File: src/self_prog_defines.svh
`ifndef SELF_PROG_DEFINES_SVH
`define SELF_PROG_DEFINES_SVH

// register offsets
`define CTRL_OFFSET      8'h00
`define LOCK_OFFSET      8'h01

// control register bit positions
`define EN_BIT           0
`define ERASE_BIT        1
`define WRITE_BIT        2
`define LOCK_BIT         3
`define REEN_BIT         4
`define BUSY_BIT         6
`define IE_BIT           7

// accepted low five control bits
`define CODE_LOAD        5'h01
`define CODE_ERASE       5'h03
`define CODE_WRITE       5'h05
`define CODE_LOCK        5'h09
`define CODE_REEN        5'h11

// arming windows in cycles
`define SPM_WINDOW       3'h4
`define LPM_WINDOW       3'h3

// pointer values for fuse and lock reads
`define PTR_FUSE_LOW     16'h0000
`define PTR_LOCK         16'h0001
`define PTR_FUSE_EXT     16'h0002
`define PTR_FUSE_HIGH    16'h0003

// reset values
`define LOCK_RESET       8'hFF
`define BUF_ERASED       16'hFFFF

// programming time
`define CLK_PERIOD_NS    100
`define PROG_MIN_NS      3700000
`define PROG_MAX_NS      4500000
`define PROG_MIN_CYCLES  ((`PROG_MIN_NS + `CLK_PERIOD_NS - 1) / `CLK_PERIOD_NS)

`endif

File: src/self_prog_pkg.sv
package self_prog_pkg;

  typedef logic [7:0]  byte_t;
  typedef logic [15:0] word_t;

  typedef enum logic [1:0] {
    OP_IDLE  = 2'b00,
    OP_ERASE = 2'b01,
    OP_WRITE = 2'b10,
    OP_LOCK  = 2'b11
  } op_e;

endpackage : self_prog_pkg

File: src/self_program_flash_sequencer.sv
// What this block does
// - armed load plus store writes buffer word
// - buffer clears on write, reenable, reset
// - eeprom write start discards loaded buffer
// - armed write code starts page write
// - no_read_while_write_section page write halts cpu
// - interrupt level while enable bit clear
// - erase or write to an rww-section page blocks rww, busy set
// - reenable store clears busy flag
// - armed lock code sets boot lock bits
// - zero data bits 5..2 program locks
// - lock programming never blocks reads
// - eeprom write blocks programming, fuse reads
// - lock read returns six lock bits
// - lock-set and enable auto-clear on timeout
// - pointer 0 reads fuse low byte
// - pointer 3 reads fuse high byte
// - pointer 2 reads extended fuse bits
// - programmed reads zero, unprogrammed one
// - write in progress survives reset
// - programming lasts 3.7 to 4.5 ms
// - enable arms store for four cycles
// - only five control codes take effect
// - page load clears busy flag
// - page from Z15:Z8, word Z7:Z1
//
// Decided for this implementation: the address map and the address-and-strobe port.
`timescale 1ns/1ps
`default_nettype none
`include "self_prog_defines.svh"

module self_program_flash_sequencer #(
  parameter int          PAGE_WORDS  = 128,
  parameter int          RWW_PAGES   = 224,
  parameter int          PROG_CYCLES = `PROG_MIN_CYCLES,
  parameter logic [7:0]  LOCK_INIT   = `LOCK_RESET
) (
  input  wire logic              clk_in,
  input  wire logic              reset_in,
  input  wire logic [7:0]        reg_addr_in,
  input  wire logic [7:0]        reg_wdata_in,
  input  wire logic              reg_write_in,
  input  wire logic              reg_read_in,
  output logic [7:0]             reg_rdata_out,
  input  wire logic              spm_strobe_in,
  input  wire self_prog_pkg::word_t spm_pointer_in,
  input  wire self_prog_pkg::word_t spm_data_in,
  input  wire logic              lpm_strobe_in,
  input  wire self_prog_pkg::word_t lpm_pointer_in,
  output self_prog_pkg::byte_t   lpm_data_out,
  output logic                   lpm_override_out,
  input  wire logic              eeprom_write_active_in,
  input  wire self_prog_pkg::byte_t fuse_low_byte_in,
  input  wire self_prog_pkg::byte_t fuse_high_byte_in,
  input  wire logic [1:0]        extended_fuse_bits_in,
  output logic                   flash_erase_out,
  output logic                   flash_write_out,
  output logic [7:0]             flash_page_out,
  input  wire logic [6:0]        buf_rd_addr_in,
  output self_prog_pkg::word_t   buf_rd_data_out,
  output logic                   rww_read_block_out,
  output logic                   cpu_halt_out,
  output logic                   spm_irq_out
);
  import self_prog_pkg::*;

  localparam int WA = $clog2(PAGE_WORDS);
  localparam logic [15:0] LAST_CNT = 16'(PROG_CYCLES - 1);

  logic              ctrl_en_q;
  logic [3:0]        cmd_q;
  logic [2:0]        arm_age_q;
  logic              irq_en_q;
  logic              busy_flag_q;
  op_e               op_q;
  logic [15:0]       op_cnt_q;
  logic [7:0]        op_page_q;
  logic              op_no_read_while_write_section_q;
  logic [3:0]        lock_data_q;
  logic [7:0]        lock_bits_q;
  logic              eeprom_prev_q;
  logic [PAGE_WORDS-1:0] buf_valid_q;
  word_t             buf_mem [PAGE_WORDS];
  word_t             buf_rd_q;
  logic [7:0]        rdata_q;
  byte_t             lpm_data_q;
  logic              lpm_ovr_q;

  // register bus decode
  wire ctrl_sel_w = reg_addr_in == `CTRL_OFFSET;
  wire lock_sel_w = reg_addr_in == `LOCK_OFFSET;
  wire ctrl_wr_w  = reg_write_in && ctrl_sel_w;
  wire [4:0] code_w = reg_wdata_in[4:0];
  wire code_ok_w = (code_w == `CODE_LOAD) || (code_w == `CODE_ERASE) || (code_w == `CODE_WRITE) ||
                   (code_w == `CODE_LOCK) || (code_w == `CODE_REEN);
  wire accept_w = ctrl_wr_w && code_ok_w && !ctrl_en_q && !eeprom_write_active_in;

  // armed command decode
  wire armed_w   = ctrl_en_q && (op_q == OP_IDLE);
  wire is_load_w  = cmd_q == 4'h0;
  wire is_erase_w = cmd_q == 4'h1;
  wire is_write_w = cmd_q == 4'h2;
  wire is_lock_w  = cmd_q == 4'h4;
  wire is_reen_w  = cmd_q == 4'h8;
  wire spm_go_w  = armed_w && spm_strobe_in && !eeprom_write_active_in;
  wire lpm_go_w  = armed_w && is_lock_w && lpm_strobe_in && (arm_age_q < `LPM_WINDOW) &&
                   !eeprom_write_active_in;
  wire timeout_w = armed_w && (arm_age_q == `SPM_WINDOW - 3'h1) && !spm_go_w && !lpm_go_w;
  wire load_w    = spm_go_w && is_load_w;
  wire reen_w    = spm_go_w && is_reen_w;
  wire start_op_w = spm_go_w && (is_erase_w || is_write_w || is_lock_w);
  wire op_done_w = (op_q != OP_IDLE) && (op_cnt_q == LAST_CNT);
  wire hold_w    = op_q != OP_IDLE;
  wire [7:0] spm_page_w = spm_pointer_in[15:8];
  wire [WA-1:0] spm_word_w = spm_pointer_in[WA:1];
  wire spm_rww_w = 32'(spm_page_w) < RWW_PAGES;
  wire eeprom_rise_w = eeprom_write_active_in && !eeprom_prev_q;
  wire buf_clr_w = (op_done_w && op_q == OP_WRITE) || (accept_w && code_w == `CODE_REEN) ||
                   (eeprom_rise_w && |buf_valid_q);
  wire [7:0] ctrl_view_w = {irq_en_q, busy_flag_q, 1'b0, cmd_q, ctrl_en_q};

  // enable bit and command latch
  always_ff @(posedge clk_in) begin
    if (reset_in && !hold_w) begin
      ctrl_en_q <= 1'b0;
      cmd_q     <= 4'h0;
      arm_age_q <= 3'h0;
    end else if (accept_w) begin
      ctrl_en_q <= 1'b1;
      cmd_q     <= code_w[4:1];
      arm_age_q <= 3'h0;
    end else if ((spm_go_w && !start_op_w) || lpm_go_w || timeout_w || op_done_w) begin
      ctrl_en_q <= 1'b0;
      cmd_q     <= 4'h0;
      arm_age_q <= 3'h0;
    end else if (armed_w) begin
      arm_age_q <= arm_age_q + 3'h1;
    end
  end

  always_ff @(posedge clk_in) begin
    if (reset_in) begin
      irq_en_q <= 1'b0;
    end else if (ctrl_wr_w) begin
      irq_en_q <= reg_wdata_in[`IE_BIT];
    end
  end

  // timed flash operation, kept running across reset
  always_ff @(posedge clk_in) begin
    if (reset_in && !hold_w) begin
      op_q        <= OP_IDLE;
      op_cnt_q    <= 16'h0000;
      op_page_q   <= 8'h00;
      op_no_read_while_write_section_q   <= 1'b0;
      lock_data_q <= 4'hF;
    end else if (start_op_w) begin
      op_q        <= is_erase_w ? OP_ERASE : (is_write_w ? OP_WRITE : OP_LOCK);
      op_cnt_q    <= 16'h0000;
      op_page_q   <= spm_page_w;
      op_no_read_while_write_section_q   <= !spm_rww_w && !is_lock_w;
      lock_data_q <= spm_data_in[5:2];
    end else if (op_done_w) begin
      op_q        <= OP_IDLE;
      op_cnt_q    <= 16'h0000;
    end else if (hold_w) begin
      op_cnt_q    <= op_cnt_q + 16'h0001;
    end
  end

  // section busy flag
  always_ff @(posedge clk_in) begin
    if (reset_in && !hold_w) begin
      busy_flag_q <= 1'b0;
    end else if (start_op_w && !is_lock_w && spm_rww_w) begin
      busy_flag_q <= 1'b1;
    end else if (reen_w || load_w) begin
      busy_flag_q <= 1'b0;
    end
  end

  // lock bits, zero data bits program
  always_ff @(posedge clk_in) begin
    if (reset_in) begin
      lock_bits_q <= LOCK_INIT;
    end else if (op_done_w && op_q == OP_LOCK) begin
      lock_bits_q[5:2] <= lock_bits_q[5:2] & lock_data_q;
    end
  end

  always_ff @(posedge clk_in) begin
    if (reset_in) begin
      eeprom_prev_q <= 1'b0;
    end else begin
      eeprom_prev_q <= eeprom_write_active_in;
    end
  end

  // temporary page buffer
  always_ff @(posedge clk_in) begin
    if (load_w) begin
      buf_mem[spm_word_w] <= spm_data_in;
    end
  end

  for (genvar gi = 0; gi < PAGE_WORDS; gi++) begin : g_valid
    always_ff @(posedge clk_in) begin
      if (reset_in || buf_clr_w) begin
        buf_valid_q[gi] <= 1'b0;
      end else if (load_w && spm_word_w == WA'(gi)) begin
        buf_valid_q[gi] <= 1'b1;
      end
    end
  end

  always_ff @(posedge clk_in) begin
    if (reset_in) begin
      buf_rd_q <= `BUF_ERASED;
    end else begin
      buf_rd_q <= buf_valid_q[buf_rd_addr_in[WA-1:0]] ? buf_mem[buf_rd_addr_in[WA-1:0]] : `BUF_ERASED;
    end
  end

  // fuse and lock readback
  wire [7:0] lpm_sel_w =
    (lpm_pointer_in == `PTR_FUSE_LOW)  ? fuse_low_byte_in :
    (lpm_pointer_in == `PTR_LOCK)      ? lock_bits_q :
    (lpm_pointer_in == `PTR_FUSE_EXT)  ? {6'h3F, extended_fuse_bits_in} :
    (lpm_pointer_in == `PTR_FUSE_HIGH) ? fuse_high_byte_in : 8'hFF;

  always_ff @(posedge clk_in) begin
    if (reset_in) begin
      lpm_data_q <= 8'h00;
      lpm_ovr_q  <= 1'b0;
    end else begin
      lpm_data_q <= lpm_go_w ? lpm_sel_w : 8'h00;
      lpm_ovr_q  <= lpm_go_w;
    end
  end

  // register read port
  wire [7:0] rd_sel_w = !reg_read_in ? 8'h00 : ctrl_sel_w ? ctrl_view_w : lock_sel_w ? lock_bits_q : 8'h00;

  always_ff @(posedge clk_in) begin
    if (reset_in) begin
      rdata_q <= 8'h00;
    end else begin
      rdata_q <= rd_sel_w;
    end
  end

  assign reg_rdata_out      = rdata_q;
  assign lpm_data_out       = lpm_data_q;
  assign lpm_override_out   = lpm_ovr_q;
  assign buf_rd_data_out    = buf_rd_q;
  assign flash_erase_out    = op_q == OP_ERASE;
  assign flash_write_out    = op_q == OP_WRITE;
  assign flash_page_out     = op_page_q;
  assign rww_read_block_out = busy_flag_q;
  assign cpu_halt_out       = op_no_read_while_write_section_q && (op_q == OP_ERASE || op_q == OP_WRITE);
  assign spm_irq_out        = irq_en_q && !ctrl_en_q;
endmodule : self_program_flash_sequencer

`default_nettype wire

File: config.mk
export PLATFORM = sky130hd
export DESIGN_NAME = self_program_flash_sequencer
export DESIGN_NICKNAME = d
export VERILOG_FILES = /design/src/self_prog_pkg.sv /design/src/self_program_flash_sequencer.sv
export VERILOG_INCLUDE_DIRS = /design/src
export SDC_FILE = /design/constraint.sdc
export NUM_CORES = 2
export LEC_CHECK = 0
export ABC_AREA = 1
export BUFFER_PORTS_ARGS = -buffer_cell sky130_fd_sc_hd__buf_2
export CAP_MARGIN = 25
export CORE_UTILIZATION = 53
export DETAILED_ROUTE_END_ITERATION = 7
export PLACE_DENSITY_LB_ADDON = 0.1
export SLEW_MARGIN = 5
export SYNTH_ARGS = -nofsm -noshare
export SYNTH_HDL_FRONTEND = slang
export SYNTH_SLANG_ARGS = --single-unit
File: constraint.sdc
create_clock -name clk_in -period 2.55 [get_ports clk_in]
set_input_delay 0.1275 -clock clk_in [delete_from_list [all_inputs] [get_ports clk_in]]
set_output_delay 0.1275 -clock clk_in [all_outputs]
set_load 0.02 [all_outputs]
==> results by group <==
Run status
  – Outcome: finished clean

Power
  – Power Total: a little under 80,000 uW
  – Peak supply drop: ~0.7 mV
  – Comb pwr share: 6.7%
  – Seq pwr share: 51.2%
  – Switching share of power: a little under a quarter
  – Leakage: 0.03921 uW
  – Pwr Density: 732.6 nW/um2
  – Clock share of power: 42.1%
  – Internal power: a little over 60,000 uW
  – Switch Pwr: ~18,000 uW

Setup path
  – Critical Path RT: around 3100 ps
  – Startpoint types: flip-flop
  – CP arrival: 3050 ps
  – Setup CP Type: flip-flop to flip-flop
  – Crit-path max FO: 8
  – CP endpoint kind: flip-flop

STA
  – Final period util: between 90% and 100%
  – Fmax: roughly 400 MHz
  – Setup violations, final: 0
  – Worst slew pin tran: 1016 ps
  – Post-route setup TNS: 0 ps
  – Relative slew slack: ~32%
  – Clock skew: between 20 and 25 ps
  – Final Hold Fails: 0
  – Max Transition Viols Final: 0
  – Tmin final: about 2500 ps

Cells and area
  – # nets final: 8,692
  – Design area: about 110,000 um2
  – Share of cells above drive strength 1: 12.22%
  – Final core utilization: between 60% and 70%
  – Area delta synth->final: 17.93%
  – Fill cell count: 13,080

Floorplan
  – Die Height: about 420 um
  – Chip width: around 420 um
  – Die area: 173,600 um2
  – Core area: approximately 170,000 um2
  – Initial Util: 53.60%
  – Row count: between 150 and 200
  – Ports: approximately 140

Hold path
  – Hold Crit Class: input port to flip-flop

Global route
  – First-pass GRT wire length: 393.0 mm
  – Grt ovf: 0
  – Gr usage total: between 30% and 40%
  – Initial antenna violation count: 14
  – Pin count of the biggest net entering global routing: between 100 and 150
  – Number of global-route vias before repair: around 60,000

Placed design
  – Port Buffer Count: approximately 140
  – Routability congestion estimate from global placement: approximately 0.98
  – Area post-placement: 99,000 um2
  – DP HPWL: between 150 and 200 mm

Logic synthesis
  – Main synth FF type: edfxtp_1
  – Post-synth top area cell: edfxtp_1
  – Yosys top cell area share: between 60 and 70%
  – Share of flip-flops with an asynchronous set or reset: 0%
  – Synthesized cell area: approximately 91,000 um2
  – Synth unique cells: 34
  – Top cells by area, synth: edfxtp_1, nand2_1, nand3_1
  – Syn Inst Count: 8,170
  – EDFF count, synth: just over 2,000
  – Register bit total from synthesis: around 2,300
  – Syn Area/Cell: approximately 11 um2
  – Sequential fraction of the synthesis area: 72.03%
  – Total number of yosys warnings: 0
  – Commonest cells post-synth: nand2_1, edfxtp_1, nand3_1
  – Top-count cell post-synth: nand2_1
  – Post-synth net total: roughly 8,300

CTS
  – Clock Path Buffers: 3
  – Root Buffer: clkbuf_16
  – Clock sinks: 2,255
  – TritonCTS clock tree: yes
  – CTS Buf Count: about 220
  – H-tree levels: 4
  – Worst-Skew Late Latency: between 800 and 900 ps
  – Clk pin slew, worst setup/hold paths: 60 ps

Flow run
  – Max Cap Violations: 0

Routing
  – Drc violations: 0
  – Initial DRC Count: roughly 7,900
  – Total number of vias: about 64,000
  – Drt pass-1 iters: 7
  – Drt wl/cell: 24.42 um
  – Final WL: around 270 mm
  – Vias per inst: a little under 6
  – Remaining antenna violation count: 0
==> worst max-delay path: stages, from the launching register on <==
cell and delay, ps:
dfxtp_1 320, inv_2 80, ha_4 140, nand2_2 60, nor2_4 120, inv_2 50, nor3_4 160, nand2_4 170
nor3_4 260, nand2_2 140, buf_12 180, nor2_4 240, clkbuf_16 240
==> state kept, by name (all words and copies together) (netlist names), 3 cells and up <==
register / cells
arm_age_q: 3
reg_rdata_out: 8
flash_page_out: 8
op_cnt_q: 16
lock_data_q: 4
cmd_q: 4
buf_valid_q: 128
buf_rd_data_out: 16
lock_bits_q: 4
buf_mem: 2048
lpm_data_out: 8
==> routing by layer <==
| layer | global-route usage (%) | up-vias | part of all wire (%) |
|---|---|---|---|
| met5 | 0 | - | 0.041 |
| met4 | 11.68 | 16 | 3.8 |
| met3 | 5.348 | 465 | 9.0 |
| met2 | 47.59 | 2918 | 46 |
| met1 | 43.89 | 31080 | 41 |
| li1 | - | 29340 | - |
==> stage by stage <==
step / worst slack (ps) / instances / hold WS [ps]
6_report: 65.72 / 11010 / 73.89
4_1_cts: 15.53 / 11000 / 2.098
3_3_place_gp: -128.9 / 10490 / 353.5
2_1_floorplan: -188.2 / 8170 / 199.9
5_1_grt: -2.560 / 11010 / 72.94
3_5_place_dp: -93.24 / 10490 / 354.5
==> logic make-up after synthesis <==
group | share of synthesized area, %
and+or+nand+nor | 24.20
adders and majority gates | 0.09610
AOI/OAI and AO/OA | 0.7716
DFF | 72.03
xor gates and xnor gates | 0.05766
buffers and inverters | 2.842
==> layout by cell type (no fill, tap or decap), types with 4 or more instances in the layout <==
master	synthesis	routed
a21oi_1	48	48
a31oi_1	4	4
buf_12	0	232
buf_2	300	118
buf_4	13	255
buf_6	0	8
bufinv_16	0	23
clkbuf_1	143	51
clkbuf_16	0	231
clkbuf_8	0	15
clkinv_1	2	42
clkinv_2	0	44
clkinvlp_4	0	6
dfxtp_1	207	207
dlygate4sd3_1	0	79
edfxtp_1	2048	2048
ha_1	7	6
inv_1	69	62
inv_2	2	5
inv_6	0	4
nand2_1	2799	2795
nand2_2	2	4
nand3_1	1849	1849
nand3b_1	5	5
nand4_1	18	18
nor2_1	485	386
nor2_2	4	99
nor2_4	0	4
nor3_1	13	13
nor3b_1	7	7
nor4_1	16	16
o211ai_1	27	27
o21ai_0	28	27
o22ai_1	6	6
xor2_1	6	6
==> final timing paths <==
kind | startpoint | endpoint | slack, ps | cells past startpoint
setup / recovery | op_q[0]$_SDFFE_PP0P_ | buf_mem[33][14]$_DFFE_PP_ | 70 | 12
hold / removal | spm_pointer_in[9] | flash_page_out[1]$_SDFFE_PP0P_ | 70 | 4
setup reg to reg | op_q[0]$_SDFFE_PP0P_ | buf_mem[33][14]$_DFFE_PP_ | 70 | 12
hold reg to reg | op_no_read_while_write_section_q$_SDFFE_PP0P_ | op_no_read_while_write_section_q$_SDFFE_PP0P_ | 470 | 2
==> area by class of cell <==
type / count / area, um2 / area share (%)
repair buffers: 697 / 8125 / 7.560
clock buffers: 295 / 6128 / 5.702
inverters: 73 / 299.0 / 0.2782
flip-flops and latches: 2255 / 65640 / 61.08
multi-input cells: 5338 / 23210 / 21.60
diodes: 2 / 5.005 / 0.004657
clock inverters: 128 / 1289 / 1.199
well taps: 2218 / 2775 / 2.582
==> timing repair <==
item,4_1_cts,5_1_grt
hold buffers,80,0
hold endpoints to repair,1048,0
endpoints found under the setup margin,158,1068
pin swaps,0,3
setup buffers,0,3
gates cloned,0,5
gates resized for setup,2,58
==> power groups by stage <==
stage / logic, uW / registers [uW] / clock network [uW]
floorplan: 2430 / 41100 / 0
global placement: 5050 / 41100 / 0
detailed placement: 5110 / 41100 / 0
CTS: 5190 / 40300 / 33500
global route: 5600 / 40300 / 34900
finish: 5250 / 40300 / 33200
(Power assumes the default switching activity.)
